## src/rtl/asm_pkg.sv

```systemverilog
// Shared constants and types of the converter status and mode register bank.
// Assumes a 100 MHz device clock and 16-bit register words.
package asm_pkg;

  // ----------------------------------------------------------------
  // Widths and clock
  // ----------------------------------------------------------------
  localparam int          ADDR_W         = 6;
  localparam int          DATA_W         = 16;
  localparam int          NUM_CHAN       = 2;
  localparam int          CLK_PERIOD_NS  = 10;

  // ----------------------------------------------------------------
  // Register offsets
  // ----------------------------------------------------------------
  localparam logic [ADDR_W-1:0] OFS_DEVICE_IDENTIFICATION = 6'h00;
  localparam logic [ADDR_W-1:0] OFS_DEVICE_STATUS_FLAGS   = 6'h01;
  localparam logic [ADDR_W-1:0] OFS_GLOBAL_MODE_SETTINGS  = 6'h02;

  // ----------------------------------------------------------------
  // Reset values and field codes
  // ----------------------------------------------------------------
  localparam logic [DATA_W-1:0] MODE_RESET     = 16'h0510;
  localparam logic [DATA_W-1:0] STATUS_RESET   = 16'h0500;
  localparam logic [DATA_W-1:0] READ_ZERO      = 16'h0000;
  localparam logic [1:0]        SEL_LAGGING    = 2'h0;
  localparam logic [1:0]        SEL_OR_ALL     = 2'h1;
  localparam logic [1:0]        WORD_16        = 2'h0;
  localparam logic [1:0]        WORD_24        = 2'h1;
  localparam logic [1:0]        WORD_32_ZERO   = 2'h2;
  localparam logic [1:0]        WORD_32_SIGN   = 2'h3;

  // ----------------------------------------------------------------
  // Ready pulse timing
  // ----------------------------------------------------------------
  localparam int READY_PULSE_NS     = 40;
  localparam int READY_PULSE_CYCLES =
    ((READY_PULSE_NS + CLK_PERIOD_NS - 1) / CLK_PERIOD_NS < 1) ? 1 :
    (READY_PULSE_NS + CLK_PERIOD_NS - 1) / CLK_PERIOD_NS;

  // ----------------------------------------------------------------
  // Types
  // ----------------------------------------------------------------
  typedef logic [DATA_W-1:0] asm_word_t;

  typedef struct packed {
    logic             wr;
    logic             rd;
    logic [ADDR_W-1:0] addr;
    asm_word_t        wdata;
  } asm_reg_req_t;

  typedef struct packed {
    logic [1:0] rsvd_hi;
    logic       regmap_crc_en;
    logic       rx_crc_en;
    logic       crc_type;
    logic       reset_flag;
    logic [1:0] word_size_select;
    logic [2:0] rsvd_lo;
    logic       timeout_en;
    logic [1:0] ready_pin_source_select;
    logic       ready_pin_idle_float;
    logic       ready_pin_pulse_format;
  } asm_mode_t;

  typedef struct packed {
    logic                lock;
    logic                resync_event_flag;
    logic                regmap_changed;
    logic                rx_crc_error;
    logic                crc_type;
    logic                reset_flag;
    logic [1:0]          word_size_select;
    logic [5:0]          rsvd;
    logic [NUM_CHAN-1:0] new_data_flag;
  } asm_status_t;

  typedef enum logic [3:0] {
    RP_IDLE  = 4'b0001,
    RP_LEVEL = 4'b0010,
    RP_PULSE = 4'b0100,
    RP_SPENT = 4'b1000
  } asm_ready_state_t;

endpackage

```

## src/rtl/asm_adc_status_mode_registers.sv

```systemverilog
// Identification, status and global mode registers of a two-channel converter.
// Assumes the serial frame decoder presents single-cycle register strobes and
// that all event inputs are synchronous pulses or levels on clock_in.
`timescale 1ns/100ps
// Function
// - Identification low byte read-only, revision dependent
// - Status bit 15 shows interface lock
// - Status bit 14 set on each resync
// - Status bit 13 flags register-map checksum change
// - Status bit 12 flags input checksum error
// - Mode bit 11 picks polynomial, status mirrors
// - Status bit 10 reset flag, one after reset
// - Writing mode bit 10 zero clears flag
// - Mode bits 9:8 word length, status mirrors
// - Status bits 1:0 per-channel new data
// - Mode bit 13 enables register-map checksum
// - Mode bit 12 enables input checksum checking
// - Mode register resets to 0510h
// - Status register reads 0500h after reset
// - Mode bits 3:2 choose ready pin source
// - Mode bit 1 idle pin high or float
// - Mode bit 0 level or fixed pulse
module asm_adc_status_mode_registers
  #(parameter logic [7:0] ID_CODE      = 8'h5a, // Arbitrary value
    parameter logic [7:0] ID_REVISION  = 8'h01, // Arbitrary value
    parameter int         PULSE_CYCLES = asm_pkg::READY_PULSE_CYCLES)
  (
  // Clock and reset
  input  wire  logic                            clock_in,
  input  wire  logic                            rst_in,
  // Register access from the serial frame decoder
  input  wire  asm_pkg::asm_reg_req_t           reg_req_in,
  output asm_pkg::asm_word_t                    reg_rdata_out,
  output logic                                  reg_rvalid_out,
  // Interface and converter events
  input  wire  logic                            spi_locked_in,
  input  wire  logic                            resync_event_in,
  input  wire  logic                            rx_crc_error_in,
  input  wire  asm_pkg::asm_word_t              regmap_crc_in,
  input  wire  logic                            regmap_crc_valid_in,
  input  wire  logic [asm_pkg::NUM_CHAN-1:0]    chan_new_data_in,
  input  wire  logic [asm_pkg::NUM_CHAN-1:0]    chan_enable_in,
  input  wire  logic                            data_frame_read_in,
  // Configuration to the rest of the device
  output asm_pkg::asm_mode_t                    mode_cfg_out,
  // Conversion-ready pin
  output logic                                  conversion_ready_pin_out,
  output logic                                  conversion_ready_pin_oe_out
  );
  import asm_pkg::*;

  // ----------------------------------------------------------------
  // Decode
  // ----------------------------------------------------------------
  logic wr_mode;
  logic rd_status;
  logic rd_any;

  assign wr_mode   = reg_req_in.wr && (reg_req_in.addr == OFS_GLOBAL_MODE_SETTINGS);
  assign rd_status = reg_req_in.rd && (reg_req_in.addr == OFS_DEVICE_STATUS_FLAGS);
  assign rd_any    = reg_req_in.rd;

  // ----------------------------------------------------------------
  // Mode register
  // ----------------------------------------------------------------
  // Reserved bits are stored and read back as written
  asm_mode_t mode_ff;
  asm_mode_t nxt_mode;
  asm_mode_t wr_val;

  assign wr_val = asm_mode_t'(reg_req_in.wdata);

  always_comb
  begin
    nxt_mode = mode_ff;
    if (wr_mode)
    begin
      nxt_mode = wr_val;
      // Reset flag can only be cleared by software, never set
      nxt_mode.reset_flag = mode_ff.reset_flag && wr_val.reset_flag;
    end
  end

  always_ff @(posedge clock_in or posedge rst_in)
  begin
    if (rst_in)
      mode_ff <= asm_mode_t'(MODE_RESET);
    else
      mode_ff <= nxt_mode;
  end

  assign mode_cfg_out = mode_ff;

  // ----------------------------------------------------------------
  // Lock indicator
  // ----------------------------------------------------------------
  // Registered so a status read never sees a half-settled level
  logic lock_ff;

  always_ff @(posedge clock_in or posedge rst_in)
  begin
    if (rst_in)
      lock_ff <= 1'b0;
    else
      lock_ff <= spi_locked_in;
  end

  // ----------------------------------------------------------------
  // Sticky event flags, cleared by a status read; a set wins
  // ----------------------------------------------------------------
  logic resync_ff;
  logic crc_err_ff;
  logic regmap_chg_ff;

  always_ff @(posedge clock_in or posedge rst_in)
  begin
    if (rst_in)
      resync_ff <= 1'b0;
    else if (resync_event_in)
      resync_ff <= 1'b1;
    else if (rd_status)
      resync_ff <= 1'b0;
  end

  always_ff @(posedge clock_in or posedge rst_in)
  begin
    if (rst_in)
      crc_err_ff <= 1'b0;
    else if (rx_crc_error_in && mode_ff.rx_crc_en)
      crc_err_ff <= 1'b1;
    else if (rd_status)
      crc_err_ff <= 1'b0;
  end

  // ----------------------------------------------------------------
  // Register-map checksum watch
  // ----------------------------------------------------------------
  // A host write changes the map on purpose, so the reference is
  // dropped and re-taken from the next computed value.
  asm_word_t crc_ref_ff;
  logic      crc_ref_valid_ff;
  logic      crc_mismatch;

  assign crc_mismatch = mode_ff.regmap_crc_en && regmap_crc_valid_in &&
                        crc_ref_valid_ff && (regmap_crc_in != crc_ref_ff);

  always_ff @(posedge clock_in or posedge rst_in)
  begin
    if (rst_in)
      crc_ref_ff <= READ_ZERO;
    else if (mode_ff.regmap_crc_en && regmap_crc_valid_in)
      crc_ref_ff <= regmap_crc_in;
  end

  always_ff @(posedge clock_in or posedge rst_in)
  begin
    if (rst_in)
      crc_ref_valid_ff <= 1'b0;
    else if (!mode_ff.regmap_crc_en || reg_req_in.wr)
      crc_ref_valid_ff <= 1'b0;
    else if (regmap_crc_valid_in)
      crc_ref_valid_ff <= 1'b1;
  end

  always_ff @(posedge clock_in or posedge rst_in)
  begin
    if (rst_in)
      regmap_chg_ff <= 1'b0;
    else if (crc_mismatch)
      regmap_chg_ff <= 1'b1;
    else if (rd_status)
      regmap_chg_ff <= 1'b0;
  end

  // ----------------------------------------------------------------
  // Per-channel new-data flags
  // ----------------------------------------------------------------
  // Disabled channels never set, so enabling later shows no stale data
  logic [NUM_CHAN-1:0] new_data_ff;

  generate
    for (genvar ch = 0; ch < NUM_CHAN; ch++)
    begin : g_chan
      always_ff @(posedge clock_in or posedge rst_in)
      begin
        if (rst_in)
          new_data_ff[ch] <= 1'b0;
        else if (chan_new_data_in[ch] && chan_enable_in[ch])
          new_data_ff[ch] <= 1'b1;
        else if (data_frame_read_in)
          new_data_ff[ch] <= 1'b0;
      end
    end
  endgenerate

  // ----------------------------------------------------------------
  // Status word
  // ----------------------------------------------------------------
  asm_status_t status;

  always_comb
  begin
    // Reserved bits read zero
    status                   = asm_status_t'(READ_ZERO);
    status.lock              = lock_ff;
    status.resync_event_flag = resync_ff;
    status.regmap_changed    = regmap_chg_ff;
    status.rx_crc_error      = crc_err_ff;
    status.crc_type          = mode_ff.crc_type;
    status.reset_flag        = mode_ff.reset_flag;
    status.word_size_select  = mode_ff.word_size_select;
    status.new_data_flag     = new_data_ff;
  end

  // ----------------------------------------------------------------
  // Read port
  // ----------------------------------------------------------------
  // Data hold the last answer; only rvalid marks a fresh one
  asm_word_t rd_mux;

  always_comb
  begin
    rd_mux = READ_ZERO;
    case (reg_req_in.addr)
      OFS_DEVICE_IDENTIFICATION:
        rd_mux = {ID_CODE, ID_REVISION};
      OFS_DEVICE_STATUS_FLAGS:
        rd_mux = asm_word_t'(status);
      OFS_GLOBAL_MODE_SETTINGS:
        rd_mux = asm_word_t'(mode_ff);
      default:
        rd_mux = READ_ZERO;
    endcase
  end

  always_ff @(posedge clock_in or posedge rst_in)
  begin
    if (rst_in)
      reg_rdata_out <= READ_ZERO;
    else if (rd_any)
      reg_rdata_out <= rd_mux;
  end

  always_ff @(posedge clock_in or posedge rst_in)
  begin
    if (rst_in)
      reg_rvalid_out <= 1'b0;
    else
      reg_rvalid_out <= rd_any;
  end

  // ----------------------------------------------------------------
  // Read-only registers
  // ----------------------------------------------------------------
  // Identification and status have no write path: only wr_mode is
  // decoded, so other writes merely drop the checksum reference.

  // ----------------------------------------------------------------
  // Ready source selection
  // ----------------------------------------------------------------
  // Channels sample together, so leading and OR share one path: both
  // select any_ready and assert on the first enabled flag.
  logic [NUM_CHAN-1:0] en_flags;
  logic                any_enabled;
  logic                all_ready;
  logic                any_ready;
  logic                ready_level;

  assign en_flags    = new_data_ff & chan_enable_in;
  assign any_enabled = |chan_enable_in;
  assign all_ready   = any_enabled && ((new_data_ff | ~chan_enable_in) == '1);
  assign any_ready   = |en_flags;

  always_comb
  begin
    ready_level = any_ready;
    unique case (mode_ff.ready_pin_source_select)
      SEL_LAGGING:
        ready_level = all_ready;
      SEL_OR_ALL:
        ready_level = any_ready;
      default:
        ready_level = any_ready;
    endcase
  end

  asm_ready_pin
    #(.PULSE_CYCLES (PULSE_CYCLES))
  u_ready_pin
    (
    .clock_in        (clock_in),
    .rst_in          (rst_in),
    .ready_level_in  (ready_level),
    .idle_float_in   (mode_ff.ready_pin_idle_float),
    .pulse_format_in (mode_ff.ready_pin_pulse_format),
    .pin_out         (conversion_ready_pin_out),
    .pin_oe_out      (conversion_ready_pin_oe_out)
    );

endmodule

```

## src/rtl/asm_ready_pin.sv

```systemverilog
// Drives the conversion-ready pin from the combined data-ready level.
// Assumes ready_level_in is synchronous to clock_in and drops when data are read.
`timescale 1ns/100ps
module asm_ready_pin
  #(parameter int PULSE_CYCLES = asm_pkg::READY_PULSE_CYCLES)
  (
  // Clock and reset
  input  wire  logic clock_in,
  input  wire  logic rst_in,
  // Control
  input  wire  logic ready_level_in,
  input  wire  logic idle_float_in,
  input  wire  logic pulse_format_in,
  // Pin
  output logic       pin_out,
  output logic       pin_oe_out
  );
  import asm_pkg::*;

  localparam int CNT_W = (PULSE_CYCLES < 2) ? 1 : $clog2(PULSE_CYCLES);

  asm_ready_state_t state_ff;
  asm_ready_state_t nxt_state;
  logic [CNT_W-1:0] cnt_ff;
  logic [CNT_W-1:0] nxt_cnt;
  logic             drive_low;

  always_comb
  begin
    nxt_state = state_ff;
    nxt_cnt   = cnt_ff;
    unique case (state_ff)
      RP_IDLE:
      begin
        if (ready_level_in)
        begin
          nxt_cnt   = '0;
          nxt_state = pulse_format_in ? RP_PULSE : RP_LEVEL;
        end
      end
      RP_LEVEL:
      begin
        if (!ready_level_in)
          nxt_state = RP_IDLE;
      end
      RP_PULSE:
      begin
        // Fixed width even if data are read early
        if (cnt_ff == CNT_W'(PULSE_CYCLES - 1))
          nxt_state = ready_level_in ? RP_SPENT : RP_IDLE;
        else
          nxt_cnt = cnt_ff + 1'b1;
      end
      RP_SPENT:
      begin
        if (!ready_level_in)
          nxt_state = RP_IDLE;
      end
    endcase
  end

  always_ff @(posedge clock_in or posedge rst_in)
  begin
    if (rst_in)
      state_ff <= RP_IDLE;
    else
      state_ff <= nxt_state;
  end

  always_ff @(posedge clock_in or posedge rst_in)
  begin
    if (rst_in)
      cnt_ff <= '0;
    else
      cnt_ff <= nxt_cnt;
  end

  assign drive_low  = (state_ff == RP_LEVEL) || (state_ff == RP_PULSE);
  assign pin_out    = !drive_low;
  assign pin_oe_out = drive_low || !idle_float_in;

endmodule

```

## config.mk

```make
export PLATFORM = sky130hd
export DESIGN_NAME = asm_adc_status_mode_registers
export DESIGN_NICKNAME = d
export VERILOG_FILES = /design/src/rtl/asm_pkg.sv /design/src/rtl/asm_adc_status_mode_registers.sv /design/src/rtl/asm_ready_pin.sv
export SDC_FILE = /design/constraint.sdc
export NUM_CORES = 1
export LEC_CHECK = 0
export ABC_AREA = 1
export ABC_CLOCK_PERIOD_IN_PS = 1800
export BUFFER_PORTS_ARGS = -buffer_cell sky130_fd_sc_hd__buf_2
export CAP_MARGIN = 5
export CORE_UTILIZATION = 52
export DETAILED_ROUTE_END_ITERATION = 10
export HOLD_SLACK_MARGIN = 0.02
export PLACE_DENSITY = 0.83
export SYNTH_ARGS = -nofsm -noshare
export SYNTH_HDL_FRONTEND = slang
export SYNTH_HIERARCHICAL = 1
export SYNTH_SLANG_ARGS = --single-unit
```

## constraint.sdc

```tcl
create_clock -name clock_in -period 1.8 [get_ports clock_in]
set_clock_uncertainty 0.1 [all_clocks]
set_input_delay 0.09 -clock clock_in [delete_from_list [all_inputs] [get_ports clock_in]]
set_output_delay 0.09 -clock clock_in [all_outputs]
set_load 0.03 [all_outputs]
```

==> impl_metrics.tcl, run 1 <==
set metrics [dict create \
    worstSetupEndpointType "output port" \
    syn_avg_cell_area_um2 7.52 \
    grt-ovfl-total 0 \
    max-clock-path-buffers 2 \
    finalSetupViolations 0 \
    synth_edf_count 0 \
    drc 0 \
    synthCells 394 \
    clkSlewWorstSetupHoldPaths_ps 70 \
    synth_largest_area_cell "dfrtp_1" \
    synth-seq-area-share_pct 52.5 \
    fin_crit_ps 1700 \
    htreeDepth 3 \
    async_flop_share_pct 100 \
    synth.top_cell.area_share_pct 49.0 \
    synth.distinct_cells 30 \
    hp-class "input pin to asynchronous set/reset pin" \
    place.port_buffers 85 \
    wl_met2_mm 3.88 \
    yosysMostFrequentCell "nand2_1" \
    clk_latency_ps 340 \
    rows 27 \
    vias_per_cell 4.88 \
    cts_made_buffers 9 \
    area_growth_pct 39.6 \
    core_area_um2 5510 \
    worstPathRequired_ps 1610 \
    timing.fmax_ghz 0.588 \
    die_x_um 77.5 \
    routed.top_layer "met4" \
    synth_commonest_cells "nand2_1, dfrtp_1, inv_1" \
    firstDrtPassIters 4 \
    timing.final.crit_share_pct 94.5 \
    post_cts_buffers 0 \
    drive_gt1_share_pct 22.8 \
    hold_viol 0 \
    worst_pin_slew_ps 479 \
    fin_cells 608 \
    num_antenna_cells 0 \
    setup_slack_ps 99.1 \
    dieArea_um2 6010 \
    nNetsFinal 583 \
    ant_nets 0 \
    syn_nets 446 \
    dp_cells 547 \
    drt-total-wl_mm 7.74 \
    drv_slew 0 \
    crit_path_start_kind "flop" \
    slew-limit-headroom_pct 68.0 \
    wire_per_inst_um 12.7 \
    grt_pass1_vias 2854 \
    grt_pass1_wl_mm 12.5 \
    cp_max_fo 4 \
    crit_type "flop to output port" \
    wl_met3_um 485 \
    hold_slack_ps 124 \
    peakVddDrop_v 0.000592 \
    num_vias 2965 \
    die_h_um 77.5 \
    grt_max_degree 37 \
    hpwl_mm 4.95 \
    ys_seq_elements 62 \
    worstPathArrival_ps 1510 \
    grt.total_usage_pct 27.2 \
    dr.first_iter.drc_count 143 \
    p_per_area_nw_per_um2 979 \
    status "completed" \
    synthTopCellsByArea "dfrtp_1, nand2_1, inv_1" \
    antenna_found_initial 0 \
    drt-met1-wl_mm 3.19 \
    ys_dominant_reg_cell "dfrtp_1" \
    place.gp.congestion 0.780 \
    dp_slack_ps 147 \
    io-pin-count 86 \
    root_buffer "clkbuf_8" \
    p_leak_nw 2.35 \
    tritoncts "done" \
    final_core_util_pct 75.1 \
    yosys_warnings 6 \
    cts.sink_count 62 \
    initial_core_util_pct 53.8 \
    netlist_area_um2 2960 \
    drv_cap 0 \
]
[metal layers]
layer | vias to the layer above | GRT usage [%]
met5 | - | 0
met4 | 0 | 13.8
met3 | 22 | 6.00
met2 | 106 | 46.0
met1 | 1364 | 32.5
li1 | 1473 | -
[registers in the layout, summed over array words and instances (netlist names)]
signal / count
crc_ref_ff: 16
mode_cfg_out: 16
reg_rdata_out: 16
u_ready_pin/state_ff: 4
new_data_ff: 2
u_ready_pin/cnt_ff: 2
crc_err_ff: 1
crc_ref_valid_ff: 1
lock_ff: 1
reg_rvalid_out: 1
regmap_chg_ff: 1
resync_ff: 1
[what timing repair did]
action | CTS | global route
hold buffers | 45 | 0
hold endpoints to repair | 64 | 0
setup endpoints to repair | 0 | 4
resized for setup | 0 | 2
[logic make-up (layout without fill, tap and decap cells)]
logic type,after synthesis,in the layout,share of synthesized area (%)
and+or+nand+nor,222,222,30.0
buffers and inverters,66,208,9.08
DFF,62,62,52.5
AOI/OAI and AO/OA,43,43,7.98
adders and majority gates,1,1,0.422
[placed cells by master (no fill, tap or decap), types with 2 or more instances in the layout]
cell	instances
nor2_1	20
o21ai_0	32
inv_1	54
dlygate4sd3_1	45
clkinv_2	3
o31ai_1	2
nor2_2	5
nand4_1	2
clkbuf_8	11
buf_4	3
buf_2	85
o21ai_1	2
dfstp_2	4
dfrtp_1	58
inv_2	3
nand3_1	14
nand2_1	175
[final timing paths]
path / from / end / slack, ps / cells past startpoint
max: u_ready_pin/state_ff[3]$_DFFE_PP0P_ / conversion_ready_pin_oe_out / 100 / 5
min: rst_in / u_ready_pin/state_ff[3]$_DFFE_PP0P_ / 120 / 3
max reg2reg: new_data_ff[0]$_DFFE_PP0P_ / u_ready_pin/state_ff[3]$_DFFE_PP0P_ / 160 / 11
min reg2reg: mode_cfg_out[10]$_DFFE_PP1P_ / mode_cfg_out[10]$_DFFE_PP1P_ / 370 / 1
max in group asynchronous: rst_in / mode_cfg_out[8]$_DFFE_PP1P_ / 750 / 4
min in group clock_in: reg_req_in[16] / reg_rdata_out[3]$_DFFE_PP0P_ / 150 / 5
[area by class of cell]
cell class              instances  area, um2
clock buffers                  12        155
flip-flops and latches         62       1560
repair buffers                134        918
fillers                       402       1370
well taps                      72       90.1
clock inverters                 4       45.0
multi-input cells             266       1150
inverters                      58        223
[metrics by stage]
stage	power (mW)	cell area, um2	TNS, ps
2_1_floorplan	2.44	2960	0
3_3_place_gp	2.69	3480	0
3_5_place_dp	2.74	3480	0
4_1_cts	4.04	4130	0
5_1_grt	4.29	4140	-11.1
6_report	4.05	4140	0
[critical path: stages (launching register included)]
cell and delay [ps]:
dfrtp_1 440, nor2_2 170, nand2_1 120, and2_2 210, nand2_1 50, buf_2 180
[where the power goes]
group          switching [mW]  internal [mW]  total (mW)
logic                   0.678          0.401        1.08
clock network           0.515          0.708        1.22
registers               0.154           1.60        1.75
total                    1.35           2.70        4.05
No activity file was read; power rests on OpenSTA's default activity.
==> run 2, diff against run 1 <==
PLACE_DENSITY = 0.91   (was 0.83)
==> run 2 against run 1 <==
Combinational power about the same. Critical endpoint unchanged. Register-to-register slack got worse by 20 ps. Worst setup slack improved by 29 ps. Power decreased by 3.4%. Critical path depth unchanged.
==> impl_metrics.tcl, run 2 (same netlist as run 1, synthesis figures left out) <==
set metrics [dict create \
    worst_pin_slew_ps 348 \
    antenna_found_initial 0 \
    critPathBufInv 1 \
    stdcell_area_um2 4090 \
    finalSetupViolations 0 \
    hpwl_mm 5.12 \
    multiInputGateArea_um2 1150 \
    drive_gt1_share_pct 22.3 \
    drt-total-wl_mm 7.97 \
    path_depth 5 \
    final_core_util_pct 74.2 \
    worst_path_max_delay_cell "dfrtp_1" \
    max-clock-path-buffers 2 \
    num_vias 3030 \
    root_buffer "clkbuf_8" \
    fin_cells 606 \
    grt.total_usage_pct 28.1 \
    peakVddDrop_v 0.000589 \
    placed_cell_area_um2 3480 \
    vias_per_cell 5.00 \
    rsz0062_at_grt "no" \
    met3_usage_pct 5.06 \
    grt.met1_usage_pct 32.7 \
    grt_pass1_wl_mm 13.0 \
    setup_tns_ps 0 \
    initial_core_util_pct 53.8 \
    grt_max_degree 57 \
    nNetsFinal 581 \
    rr_endpoint "u_ready_pin/state_ff[2]$_DFFE_PP0P_" \
    place.port_buffers 85 \
    clk_latency_ps 330 \
    cp_max_fo 4 \
    ant_nets 0 \
    grt-ovfl-total 0 \
    die_x_um 77.5 \
    num_antenna_cells 0 \
    htreeDepth 3 \
    place.gp.congestion 0.822 \
    clkSlewWorstSetupHoldPaths_ps 70 \
    dieArea_um2 6010 \
    r2r_slack_ps 140 \
    core_area_um2 5510 \
    drc 0 \
    fill_cells 395 \
    cpMostUsedCell "nand2_1" \
    hold_viol 0 \
    fin_crit_ps 1670 \
    timing.final.crit_share_pct 92.9 \
    worstSetupEndpointType "output port" \
    grt_busiest_layer "met2" \
    die_h_um 77.5 \
    dr.first_iter.drc_count 186 \
    io-pin-count 86 \
    r2r_start "new_data_ff[1]$_DFFE_PP0P_" \
    rows 27 \
    hp-class "input pin to asynchronous set/reset pin" \
    worstPathRequired_ps 1610 \
    crit_type "flop to output port" \
    tritoncts "done" \
    status "completed" \
    crit_path_start_kind "flop" \
    r2r_cells 10 \
    area_growth_pct 37.9 \
    p_per_area_nw_per_um2 958 \
    timing.fmax_ghz 0.598 \
    register_area_um2 1560 \
    path_cells "nor2_2, nand2_1, and2_2, nand2_1, buf_2" \
    p_leak_nw 2.32 \
    worstPathArrival_ps 1480 \
    final_cell_mix "nand2_1, buf_2, dfrtp_1, inv_1, dlygate4sd3_1" \
    slowest_delay_ps 430 \
    slew-limit-headroom_pct 76.8 \
    wire_per_inst_um 13.1 \
    met2_usage_pct 48.4 \
    grt_pass1_vias 2961 \
    drv_cap 0 \
    cts_made_buffers 9 \
    firstDrtPassIters 4 \
    drv_slew 0 \
    cts.sink_count 62 \
    cp_top_family "simple AND/OR/NAND/NOR gates" \
    dp_cells 547 \
    final_common_cell "nand2_1" \
]
run 2: cell types whose count changed in the layout (fill, tap and decap cells not counted):
| cell | change |
|---|---|
| clkinv_2 | -2 |
| bufinv_16 | -1 |
| clkbuf_1 | +3 |
| dlygate4sd3_1 | -2 |
run 2: worst register-to-register path: stages, from the launching register on:
cell     delay, ps
dfrtp_1        360
inv_1           80
nand2_1         70
nand2_1         70
a32oi_2        220
inv_1          110
nand3_1        140
nand2_1         90
inv_1          120
nand2_2         70
o21ai_1        150
run 2: repair_timing:
action | in CTS | in global routing
hold buffers | 43 | 0
buffers inserted | 0 | 0
endpoints found under the setup margin | 0 | 4
gates resized for setup | 0 | 2
hold endpoints to repair | 101 | 0
run 2: cell type report:
type / count / share of cell area (%)
Tap cell: 72 / 2.20
Clock inverter: 1 / 0.122
Multi-Input combinational cell: 266 / 28.1
Timing Repair Buffer: 132 / 22.0
Clock buffer: 15 / 4.07
Inverter: 58 / 5.45
Sequential cell: 62 / 38.1
run 2: power by group:
group	total (mW)	switching [mW]	internal [mW]
clock	1.09	0.514	0.576
combinational	1.07	0.680	0.394
sequential	1.75	0.154	1.60
total	3.91	1.35	2.57
run 2: worst max-delay path by stage:
stage | start | to | slack, ps
floorplan | mode_cfg_out[3]$_DFFE_PP0P_ | u_ready_pin/state_ff[1]$_DFFE_PP0P_ | 210
global route | u_ready_pin/state_ff[1]$_DFFE_PP0P_ | conversion_ready_pin_oe_out | 9
detailed placement | new_data_ff[1]$_DFFE_PP0P_ | u_ready_pin/state_ff[2]$_DFFE_PP0P_ | 140
global placement | new_data_ff[1]$_DFFE_PP0P_ | u_ready_pin/state_ff[1]$_DFFE_PP0P_ | 300
CTS | u_ready_pin/state_ff[3]$_DFFE_PP0P_ | conversion_ready_pin_oe_out | 80
finish | u_ready_pin/state_ff[3]$_DFFE_PP0P_ | conversion_ready_pin_oe_out | 130
run 2: metal layers:
metal  wire, um  part of all wire [%]  vias up
met4        335                   4.2        0
met1       3210                    40     1392
met2       4040                    51      136
met3        382                   4.8       32
li1           -                     -     1470
met5          0                     0        -
run 2: stage by stage:
stage	hold WS, ps	total power [mW]	worst slack, ps
after floorplan	-220	2.44	208
after global placement	-78.5	2.68	295
after detailed placement	-67.7	2.75	144
after CTS	127	3.90	82.7
after global routing	139	4.12	8.90
final	124	3.91	128
